### config.mk
export PLATFORM = sky130hd
export DESIGN_NAME = tmw_timer8
export DESIGN_NICKNAME = d
export VERILOG_FILES = /design/src/hw/tmw_pkg.sv /design/src/hw/tmw_tick_select.sv /design/src/hw/tmw_timer8.sv
export SDC_FILE = /design/constraint.sdc
export NUM_CORES = 1
export LEC_CHECK = 0
export ABC_CLOCK_PERIOD_IN_PS = 2300
export BUFFER_PORTS_ARGS = -buffer_cell sky130_fd_sc_hd__buf_4
export CAP_MARGIN = 25
export CORE_MARGIN = 5
export CORE_UTILIZATION = 50
export DETAILED_ROUTE_END_ITERATION = 6
export GPL_ROUTABILITY_DRIVEN = 0
export PLACE_DENSITY = 0.87
export SKIP_LAST_GASP = 1
export SYNTH_ARGS = -nofsm -noshare
export SYNTH_HDL_FRONTEND = slang
export SYNTH_HIERARCHICAL = 1
export SYNTH_SLANG_ARGS = --single-unit
### constraint.sdc
create_clock -name mclk -period 2.3 [get_ports mclk]
set_input_delay 0.46 -clock mclk [delete_from_list [all_inputs] [get_ports mclk]]
set_output_delay 0.46 -clock mclk [all_outputs]
set_load 0.005 [all_outputs]
### src/hw/tmw_pkg.sv
`default_nettype none
package tmw_pkg;
   localparam logic [2:0] TMW_CS_STOP      = 3'h0;
   localparam logic [2:0] TMW_CS_EXT_FALL  = 3'h6;
   localparam logic [2:0] TMW_CS_EXT_RISE  = 3'h7;
   localparam logic [7:0] TMW_BOTTOM       = 8'h00;
   localparam logic [7:0] TMW_MAX          = 8'hFF;
   localparam logic [7:0] TMW_COUNT_RESET  = 8'h00;
   localparam logic [7:0] TMW_CMP_RESET    = 8'h00;
   localparam int         TMW_DIV_W        = 10;
   localparam logic [9:0] TMW_DIV_8        = 10'h007;
   localparam logic [9:0] TMW_DIV_64       = 10'h03F;
   localparam logic [9:0] TMW_DIV_256      = 10'h0FF;
   localparam logic [9:0] TMW_DIV_1024     = 10'h3FF;

   typedef enum logic [2:0] {
      TMW_MODE_NORMAL   = 3'b000,
      TMW_MODE_PC_MAX   = 3'b001,
      TMW_MODE_CTC      = 3'b010,
      TMW_MODE_FAST_MAX = 3'b011,
      TMW_MODE_RSV4     = 3'b100,
      TMW_MODE_PC_OCA   = 3'b101,
      TMW_MODE_RSV6     = 3'b110,
      TMW_MODE_FAST_OCA = 3'b111
   } tmw_mode_e;

   localparam logic [1:0] TMW_COM_NONE   = 2'h0;
   localparam logic [1:0] TMW_COM_TOGGLE = 2'h1;
   localparam logic [1:0] TMW_COM_CLEAR  = 2'h2;
   localparam logic [1:0] TMW_COM_SET    = 2'h3;
endpackage
`default_nettype wire

### src/hw/tmw_tick_select.sv
`default_nettype none
module tmw_tick_select
   import tmw_pkg::*;
(
   input  wire logic       mclk,
   input  wire logic       rst_n,
   input  wire logic [2:0] tick_source_select,
   input  wire logic       ext_tick_pin,
   output logic            timer_tick
);
   typedef struct packed {
      logic [TMW_DIV_W-1:0] div;
      logic                 ext_prev;
   } tmw_tick_s;

   tmw_tick_s st;
   tmw_tick_s next_st;

   function automatic logic div_hit(input logic [9:0] cnt, input logic [9:0] mask);
      div_hit = ((cnt & mask) == mask);
   endfunction

   always_comb begin
      next_st          = st;
      next_st.div      = st.div + 10'h001;
      next_st.ext_prev = ext_tick_pin;
   end

   always_ff @(posedge mclk or negedge rst_n) begin
      if (!rst_n) begin
         st <= '0;
      end else begin
         st <= next_st;
      end
   end

   // zero select gates every tick off
   always_comb begin
      unique case (tick_source_select)
         TMW_CS_STOP:     timer_tick = 1'b0;
         3'h1:            timer_tick = 1'b1;
         3'h2:            timer_tick = div_hit(st.div, TMW_DIV_8);
         3'h3:            timer_tick = div_hit(st.div, TMW_DIV_64);
         3'h4:            timer_tick = div_hit(st.div, TMW_DIV_256);
         3'h5:            timer_tick = div_hit(st.div, TMW_DIV_1024);
         TMW_CS_EXT_FALL: timer_tick = st.ext_prev & ~ext_tick_pin;
         TMW_CS_EXT_RISE: timer_tick = ~st.ext_prev & ext_tick_pin;
      endcase
   end
endmodule
`default_nettype wire

### src/hw/tmw_timer8.sv
`default_nettype none
module tmw_timer8
   import tmw_pkg::*;
(
   input  wire logic       mclk,
   input  wire logic       nrst,
   input  wire logic [2:0] tick_source_select,
   input  wire logic       ext_tick_pin,
   input  wire logic [1:0] wave_mode_ctl_a,
   input  wire logic       wave_mode_bit2,
   input  wire logic [1:0] output_action_bits_a,
   input  wire logic [1:0] output_action_bits_b,
   input  wire logic       force_compare_strobe_a,
   input  wire logic       force_compare_strobe_b,
   input  wire logic       count_wr,
   input  wire logic [7:0] count_wdata,
   input  wire logic       cmp_a_wr,
   input  wire logic       cmp_b_wr,
   input  wire logic [7:0] cmp_wdata,
   input  wire logic [2:0] flag_clear_wr,
   input  wire logic [2:0] int_serviced,
   input  wire logic [2:0] int_mask,
   input  wire logic       port_out_a,
   input  wire logic       port_out_b,
   input  wire logic       pin_direction_bit_a,
   input  wire logic       pin_direction_bit_b,
   output logic [7:0]      count_value,
   output logic [7:0]      compare_value_a,
   output logic [7:0]      compare_value_b,
   output logic            overflow_flag,
   output logic            match_flag_a,
   output logic            match_flag_b,
   output logic [2:0]      int_req,
   output logic            wave_out_a,
   output logic            wave_out_a_oe,
   output logic            wave_out_b,
   output logic            wave_out_b_oe
);
   typedef struct packed {
      logic [7:0] cnt;
      logic       down;
      logic [7:0] ocr_a;
      logic [7:0] ocr_b;
      logic [7:0] buf_a;
      logic [7:0] buf_b;
      logic       block;
      logic       pend_a;
      logic       pend_b;
      logic       tov;
      logic       ocf_a;
      logic       ocf_b;
      logic       oc_a;
      logic       oc_b;
   } tmw_state_s;

   tmw_state_s st;
   tmw_state_s next_st;
   logic       rst_n;
   logic       timer_tick;
   tmw_mode_e  mode;
   logic       is_pwm;
   logic       is_fast;
   logic       is_pc;
   logic [7:0] top_val;
   logic       at_top;
   logic       at_bottom;
   logic       match_a;
   logic       match_b;
   logic       hit_a;
   logic       hit_b;
   logic [1:0] rst_sync;

   // released through two flops; rest of block sees the synced copy
   always_ff @(posedge mclk or negedge nrst) begin
      if (!nrst) begin
         rst_sync <= 2'b00;
      end else begin
         rst_sync <= {rst_sync[0], 1'b1};
      end
   end
   assign rst_n = rst_sync[1];

   tmw_tick_select u_tick (
      .mclk               (mclk),
      .rst_n              (rst_n),
      .tick_source_select (tick_source_select),
      .ext_tick_pin       (ext_tick_pin),
      .timer_tick         (timer_tick)
   );

   assign mode    = tmw_mode_e'({wave_mode_bit2, wave_mode_ctl_a});
   assign is_fast = (mode == TMW_MODE_FAST_MAX) || (mode == TMW_MODE_FAST_OCA);
   assign is_pc   = (mode == TMW_MODE_PC_MAX) || (mode == TMW_MODE_PC_OCA);
   assign is_pwm  = is_fast | is_pc;
   assign top_val = (mode == TMW_MODE_CTC || mode == TMW_MODE_PC_OCA || mode == TMW_MODE_FAST_OCA)
                    ? st.ocr_a : TMW_MAX;
   assign at_top    = (st.cnt == top_val);
   assign at_bottom = (st.cnt == TMW_BOTTOM);
   assign match_a   = (st.cnt == st.ocr_a);
   assign match_b   = (st.cnt == st.ocr_b);
   // a match seen earlier in the tick period, or in the very cycle of the tick
   assign hit_a     = st.pend_a | (match_a & ~st.block);
   assign hit_b     = st.pend_b | (match_b & ~st.block);

   // next output state for a match in the current mode and direction
   function automatic logic oc_on_match(input logic cur, input logic [1:0] com,
                                        input logic pwm, input logic down);
      unique case (com)
         TMW_COM_NONE:   oc_on_match = cur;
         TMW_COM_TOGGLE: oc_on_match = pwm ? cur : ~cur;
         TMW_COM_CLEAR:  oc_on_match = pwm ? down : 1'b0;
         TMW_COM_SET:    oc_on_match = pwm ? ~down : 1'b1;
      endcase
   endfunction

   function automatic logic oc_at_bottom(input logic cur, input logic [1:0] com);
      unique case (com)
         TMW_COM_CLEAR: oc_at_bottom = 1'b1;
         TMW_COM_SET:   oc_at_bottom = 1'b0;
         default:       oc_at_bottom = cur;
      endcase
   endfunction

   always_comb begin
      next_st = st;
      // flags rebuilt from this cycle's set events plus surviving old values
      next_st.tov   = 1'b0;
      next_st.ocf_a = 1'b0;
      next_st.ocf_b = 1'b0;
      // a match seen in one tick period takes effect at the next tick
      if (match_a && !st.block) begin
         next_st.pend_a = 1'b1;
      end
      if (match_b && !st.block) begin
         next_st.pend_b = 1'b1;
      end
      if (timer_tick) begin
         next_st.pend_a = 1'b0;
         next_st.pend_b = 1'b0;
         next_st.block  = 1'b0;
         if (hit_a) begin
            next_st.ocf_a = 1'b1;
            next_st.oc_a  = oc_on_match(st.oc_a, output_action_bits_a, is_pwm, st.down);
         end
         if (hit_b) begin
            next_st.ocf_b = 1'b1;
            next_st.oc_b  = oc_on_match(st.oc_b, output_action_bits_b, is_pwm, st.down);
         end
         if (is_pc) begin
            if (at_top) begin
               next_st.down = 1'b1;
               next_st.cnt  = st.cnt - 8'h01;
            end else if (st.down && at_bottom) begin
               next_st.down = 1'b0;
               next_st.cnt  = st.cnt + 8'h01;
            end else begin
               next_st.cnt = st.down ? st.cnt - 8'h01 : st.cnt + 8'h01;
            end
            if (at_top) begin
               next_st.ocr_a = st.buf_a;
               next_st.ocr_b = st.buf_b;
            end
            if (st.down && st.cnt == 8'h01) begin
               next_st.tov = 1'b1;
            end
         end else if (is_fast) begin
            next_st.down = 1'b0;
            if (at_top) begin
               next_st.cnt   = TMW_BOTTOM;
               next_st.tov   = 1'b1;
               next_st.ocr_a = st.buf_a;
               next_st.ocr_b = st.buf_b;
               next_st.oc_a  = oc_at_bottom(st.oc_a, output_action_bits_a);
               next_st.oc_b  = oc_at_bottom(st.oc_b, output_action_bits_b);
            end else begin
               next_st.cnt = st.cnt + 8'h01;
            end
         end else begin
            next_st.down = 1'b0;
            if (mode == TMW_MODE_CTC && hit_a) begin
               next_st.cnt = TMW_BOTTOM;
            end else begin
               next_st.cnt = st.cnt + 8'h01;
            end
            if (st.cnt == TMW_MAX) begin
               next_st.tov = 1'b1;
            end
         end
      end
      // forced match: output only, no flag, counter untouched
      if (!is_pwm && force_compare_strobe_a) begin
         next_st.oc_a = oc_on_match(st.oc_a, output_action_bits_a, 1'b0, 1'b0);
      end
      if (!is_pwm && force_compare_strobe_b) begin
         next_st.oc_b = oc_on_match(st.oc_b, output_action_bits_b, 1'b0, 1'b0);
      end
      // cpu write last so it wins over any count or clear
      if (count_wr) begin
         next_st.cnt    = count_wdata;
         next_st.block  = 1'b1;
         next_st.pend_a = 1'b0;
         next_st.pend_b = 1'b0;
      end
      if (cmp_a_wr) begin
         next_st.buf_a = cmp_wdata;
         if (!is_pwm) begin
            next_st.ocr_a = cmp_wdata;
         end
      end
      if (cmp_b_wr) begin
         next_st.buf_b = cmp_wdata;
         if (!is_pwm) begin
            next_st.ocr_b = cmp_wdata;
         end
      end
      // a clear never loses a same-cycle set, even on an already set flag
      if (st.tov && !(flag_clear_wr[0] || int_serviced[0])) begin
         next_st.tov = 1'b1;
      end
      if (st.ocf_a && !(flag_clear_wr[1] || int_serviced[1])) begin
         next_st.ocf_a = 1'b1;
      end
      if (st.ocf_b && !(flag_clear_wr[2] || int_serviced[2])) begin
         next_st.ocf_b = 1'b1;
      end
   end

   // mode change touches no oc bit
   always_ff @(posedge mclk or negedge rst_n) begin
      if (!rst_n) begin
         st.cnt    <= TMW_COUNT_RESET;
         st.down   <= 1'b0;
         st.ocr_a  <= TMW_CMP_RESET;
         st.ocr_b  <= TMW_CMP_RESET;
         st.buf_a  <= TMW_CMP_RESET;
         st.buf_b  <= TMW_CMP_RESET;
         st.block  <= 1'b0;
         st.pend_a <= 1'b0;
         st.pend_b <= 1'b0;
         st.tov    <= 1'b0;
         st.ocf_a  <= 1'b0;
         st.ocf_b  <= 1'b0;
         st.oc_a   <= 1'b0;
         st.oc_b   <= 1'b0;
      end else begin
         st.cnt    <= next_st.cnt;
         st.down   <= next_st.down;
         st.ocr_a  <= next_st.ocr_a;
         st.ocr_b  <= next_st.ocr_b;
         st.buf_a  <= next_st.buf_a;
         st.buf_b  <= next_st.buf_b;
         st.block  <= next_st.block;
         st.pend_a <= next_st.pend_a;
         st.pend_b <= next_st.pend_b;
         st.tov    <= next_st.tov;
         st.ocf_a  <= next_st.ocf_a;
         st.ocf_b  <= next_st.ocf_b;
         st.oc_a   <= next_st.oc_a;
         st.oc_b   <= next_st.oc_b;
      end
   end

   // cpu reads of compare show the buffer when buffered
   assign count_value     = st.cnt;
   assign compare_value_a = is_pwm ? st.buf_a : st.ocr_a;
   assign compare_value_b = is_pwm ? st.buf_b : st.ocr_b;
   assign overflow_flag   = st.tov;
   assign match_flag_a    = st.ocf_a;
   assign match_flag_b    = st.ocf_b;
   assign int_req         = int_mask & {st.ocf_b, st.ocf_a, st.tov};
   assign wave_out_a      = (output_action_bits_a != TMW_COM_NONE) ? st.oc_a : port_out_a;
   assign wave_out_b      = (output_action_bits_b != TMW_COM_NONE) ? st.oc_b : port_out_b;
   assign wave_out_a_oe   = pin_direction_bit_a;
   assign wave_out_b_oe   = pin_direction_bit_b;
endmodule
`default_nettype wire

# ---- Word level (Yosys, flattened, before mapping)
# Index checks and enable logic that the tools add are counted.
dict set report classes {
  bitwise 14
  n_eq_ne 32
  muxes 53
  addsub 3
  reduce_logical 36
}
# cell count
set ops {}
lappend ops {{$mux W8} 13}
lappend ops {{$mux W25} 2}
lappend ops {{$mux W16} 2}
lappend ops {{$eq A8 B8 Y1} 3}
lappend ops {{$mux W1} 23}
lappend ops {{$eq A3 B3 Y1 const B} 7}
lappend ops {{$mux W9} 2}
lappend ops {{$eq A8 B8 Y1 const B} 2}
lappend ops {{$eq A3 B2 Y1 const B} 4}
lappend ops {{$ne A6 B3 Y1 const B} 2}
lappend ops {{$add A10 B1 Y10 const B} 1}
lappend ops {{$eq A10 B10 Y1 const B} 1}
lappend ops {{$logic_and A1 B1 Y1} 10}
lappend ops {{$reduce_bool A2 Y1} 5}
lappend ops {{$add A8 B1 Y8 const B} 1}
lappend ops {{$eq A2 B2 Y1 const B} 4}
lappend ops {{$eq A8 B1 Y1 const B} 1}
lappend ops {{$logic_not A8 Y1} 1}
lappend ops {{$pmux W1 S4} 2}
lappend ops {{$pmux W1 S8} 1}
lappend ops {{$sub A8 B1 Y8 const B} 1}
lappend ops {{$logic_or A1 B1 Y1} 7}
lappend ops {{$eq A3 B1 Y1 const B} 2}
lappend ops {{$eq A6 B6 Y1 const B} 1}
lappend ops {{17 further kinds} 40}
dict set report word_totals {
  word_cells 155
  register_bits 62
  output_inout_bits 34
  in_bits 47
}

# ---- Longest topological paths before layout
dict set report depth {
  word_depth 11
  ltp_mapped 11
  mapped_depth_nobuf 9
}

# ---- Cells and area by module
# Netlist, hierarchy kept.
# module n_inst seq_area_each_um2 area_each_um2 cells_per_inst
set modules_own_cells {}
lappend modules_own_cells {tmw_timer8 1 1276.2 3500.9 370}
lappend modules_own_cells {tmw_tick_select 1 275.3 508.0 42}

# ---- Worst setup path before layout
# Ideal clock, no wire load.
dict set report synth_path {
  path_kind {register to register}
  start {register u_tick/st[1] (netlist name)}
  end {register st (netlist bit count_value[4])}
  period_less_slack_ps 2276
  stages_incl_launch_ff 11
  slack_ps 24
  setup_time_ps 87
  arrival_ps 2189
  required_ps 2213
  path_buffers 2
  cell_sequence {dfrtp_1 > ha_1 > ha_1 > nand2b_1 > a21oi_1 > a221o_1 > clkbuf_1 > inv_1 > clkbuf_1 > or4_1 > o211ai_1}
}
dict set report synth_between {
  elab_chain_cells 3
  elab_cells_between_ends 6
  cone_classes {eq/ne (4); mux (1); reduce/logical (1)}
}
# item line
set synth_lines {}
lappend synth_lines {{from (decl)} tmw_tick_select.sv:16} ;# tmw_tick_s st;
lappend synth_lines {{from (signal assigned)} tmw_tick_select.sv:33} ;# st <= next_st;
lappend synth_lines {{$eq A10 B10 Y1, or another cell as far along} tmw_tick_select.sv:20} ;# div_hit = ((cnt & mask) == mask);
lappend synth_lines {{$pmux W1 S8 (*)} tmw_tick_select.sv:39} ;# unique case (tick_source_select)
lappend synth_lines {{named net timer_tick} tmw_timer8.sv:59} ;# logic timer_tick;
lappend synth_lines {{$reduce_bool A2 Y1 (no source line) (*)} -}
lappend synth_lines {{to (decl)} tmw_timer8.sv:56} ;# tmw_state_s st;
# Mark *: on every way through the listed nets, which the timed path passes. The rest lies on a longest branch.
# A chain may end at the register's enable or synchronous reset.

# ---- Final worst setup path
dict set report layout_path {
  start {register st (netlist bit count_value[6])}
  end {register st (netlist bit count_value[2])}
}
dict set report layout_between {
  elab_chain_cells 9
  elab_cells_between_ends 15
  cone_classes {eq/ne (2); mux (8); bitwise (2); reduce/logical (3)}
}
# item line
set layout_lines {}
lappend layout_lines {{$eq A8 B8 Y1} tmw_timer8.sv:99} ;# assign match_a = (st.cnt == st.ocr_a);
lappend layout_lines {{$and A1 B1 Y1} tmw_timer8.sv:102} ;# assign hit_a = st.pend_a | (match_a & ~st.block);
lappend layout_lines {{$or A1 B1 Y1} tmw_timer8.sv:102}
lappend layout_lines {{$logic_and A1 B1 Y1} tmw_timer8.sv:180} ;# if (mode == TMW_MODE_CTC && hit_a) begin
lappend layout_lines {{$mux W8} tmw_timer8.sv:180}
lappend layout_lines {{$mux W9} tmw_timer8.sv:166} ;# end else if (is_fast) begin
lappend layout_lines {{$mux W25 (*)} tmw_timer8.sv:149} ;# if (is_pc) begin
lappend layout_lines {{$mux W25 (*)} tmw_timer8.sv:137} ;# if (timer_tick) begin
lappend layout_lines {{$mux W8 (*)} tmw_timer8.sv:198} ;# if (count_wr) begin
# Every way passes the cells marked *; elsewhere a longest branch is shown, timed or not. The select of a mux whose other input is x is not followed.

==> impl_metrics.ini <==
[run_status]
outcome = finished, violations left
violations = setup timing

[synth]
synth_seq_cells = 62
syn_nets = 465
yosysWarnings = 6
synthCells = 412
syn_avg_cell_area_sq_um = 9.73
yosysUniqueCellTypes = 67
syn_area_sq_um = 4010
ys.flop_type = dfrtp_1
yosysSeqAreaShare_pct = 38.7
synth_edf_count = 0
async_flop_share_pct = 100

[routing]
vias = 3700
dr.pass1.iters = 5
ant_nets = 0
wl_um = 11300
drt-initial-drc-count = 243
drc = 0
viasPerCell = 5.96
wl_per_cell_um = 18.3

[cts]
numCtsBuffers = 9
clockBufferDepth = 2
cts_tree = built
insertion_delay_ns = 0.36
root_buffer = clkbuf_8
cts_num_sinks = 62
htreeDepth = 3
path_clk_slew_ns = 0.08

[worst_setup_path]
crit_arrival_ns = 2.61
worstPathCellList = nand4_1 -> a2111oi_4 -> a311oi_2 -> nor3_4 -> mux2i_1 -> nand4b_1 -> o211ai_1
critPathKind = flip-flop to flip-flop
crit_path_max_fanout = 8
cp_num_buf_inv = 0
startpoint_type = flip-flop
cp_slowest_stage_delay_ns = 0.49
cp_slowest_cell = dfrtp_1
path_delay_family = simple AND/OR/NAND/NOR gates
crit_required_ns = 2.56
end_kind = flip-flop

[layout]
syn2layout_area_growth_pct = 30.3
layout_common_cells = 121 x buf_4, 56 x dfrtp_1, 33 x nand2_1
n_antenna_cell = 0
layout_commonest_cell = buf_4
nNetsFinal = 567
final_util_pct = 67.2
layout-drive-gt1-share_pct = 40.5

[die]
die-area_sq_um = 9910
die-width_um = 99.5
core_area_sq_um = 7770
initial_core_util_pct = 51.6
io_pins = 81
die_height_um = 99.5
rows = 32

[sta]
worst_slack_ns = -0.0527
maxSlewHeadroom_pct = 37.7
skew_ns = 0.0118
rsz0062_at_grt = true
min_period_ns = 2.35
slew_viol_final = 0
worstMarginPinSlew_ns = 0.934
finalCritPeriodShare_pct = 102
fmax_ghz = 0.425
hold_viol_final = 0
setup_viol = 4

[placed_design]
io_buffers = 76
dp_hpwl_um = 7980
place_ws_ns = -0.0990

[pwr]
powerDensity_nw_per_um2 = 612
p_switching_mw = 1.04
leakagePower_nw = 2.21
seqPwrFrac_pct = 41.8
irDropWorstVdd_mv = 0.502
clockPowerShare_pct = 31.4
intPower_mw = 2.16
switching_share_pct = 32.5
p_comb_share_pct = 26.8

[grt]
grt-ovfl-total = 0
grt_use_total_pct = 22.2
antenna_found_initial = 0
grt_pass1_vias = 3688
grt_pass1_wl_um = 17600
grt_max_degree = 43

[min_path]
hp-class = input pin to flip-flop

[run]
max_cap_viol_count = 0
## sequential cells by signal (all words and copies together) (netlist names)
name and count:
st 38, u_tick/st 11, match_flag_a 1, match_flag_b 1
count_value 8, overflow_flag 1, rst_sync 2
## synthesized netlist by cell type, types with 11 or more instances
cell type	n	area [sq um]
a21oi_1	12	60.1
buf_4	15	113
clkbuf_1	11	41.3
dfrtp_1	62	1550
mux2_2	32	360
mux2i_1	22	220
nand2_1	33	124
nand2b_1	13	81.3
nor2_1	18	67.6
nor2b_1	11	68.8
nor3_1	11	55.1
o21ai_1	21	105
## repair_timing
item	CTS	global route
pin swaps	3	15
hold buffers	1	0
buffers inserted	5	3
gates cloned	0	1
setup endpoints to repair	10	26
hold endpoints to repair	2	0
resized for setup	6	22
## logic make-up (layout without fill, tap and decap cells)
kind of cell | count (synthesis) | in the layout | synth area share [%]
AOI/OAI and AO/OA | 79 | 79 | 13.4
xor gates and xnor gates | 15 | 15 | 3.28
adders and majority gates | 6 | 6 | 1.87
buffers and inverters | 46 | 153 | 6.46
DFF | 62 | 62 | 38.7
muxes | 55 | 55 | 14.9
other | 1 | 1 | 0.0935
and+or+nand+nor | 148 | 148 | 21.4
## final cells by class
cell class	count	area, sq um
Fill cell	581	2540
Multi-Input combinational cell	304	2300
Sequential cell	62	1560
Timing Repair Buffer	126	986
Tap cell	102	128
Clock buffer	9	124
Clock inverter	7	80.1
Inverter	11	41.3
## power by group through the flow
| stage | clock [mW] | combinational, mW | sequential, mW |
|---|---|---|---|
| after floorplan | 0 | 0.501 | 1.28 |
| after global placement | 0 | 0.752 | 1.34 |
| after detailed placement | 0 | 0.778 | 1.35 |
| after CTS | 1.02 | 0.811 | 1.32 |
| after global routing | 1.07 | 0.937 | 1.34 |
| final | 1.00 | 0.858 | 1.33 |
## routing by layer
| layer | wire (um) | track usage (%) | vias up |
|---|---|---|---|
| li1 | - | - | 1694 |
| met1 | 4540 | 27.6 | 1807 |
| met2 | 5710 | 36.9 | 166 |
| met3 | 818 | 5.61 | 33 |
| met4 | 274 | 8.72 | 0 |
| met5 | 0 | 0 | - |
## stage by stage
step	TNS [ns]	hold slack, ns	power (mW)	std cells	instance area [sq um]
2_1_floorplan	0	0.164	1.78	412	4010
3_3_place_gp	-0.0815	0.244	2.09	595	4800
3_5_place_dp	-1.21	0.244	2.13	595	4800
4_1_cts	-0.0116	0.217	3.16	617	5060
5_1_grt	-1.17	0.216	3.35	621	5220
6_report	-0.0976	0.234	3.20	621	5220
## worst register-to-register path, cell delays in order, from the launching register on
cell and delay (ns):
dfrtp_1 0.49, nand4_1 0.24, a2111oi_4 0.35, a311oi_2 0.12, nor3_4 0.49, mux2i_1 0.33, nand4b_1 0.13, o211ai_1 0.12
## worst paths after layout
kind / from / end / slack, ns / depth (start not counted)
worst max-delay path: count_value[6] / count_value[2] / -0.05 / 7
worst min-delay path: ext_tick_pin / u_tick/st[0] / 0.23 / 1
worst max register to register: count_value[6] / count_value[2] / -0.05 / 7
worst min register to register: rst_sync[0] / rst_sync[1] / 0.35 / 0
max in group asynchronous: rst_sync[1] / u_tick/st[4] / 1.18 / 1
min in group asynchronous: nrst / rst_sync[0] / 0.41 / 2
Power figures use the tool's default switching activity.
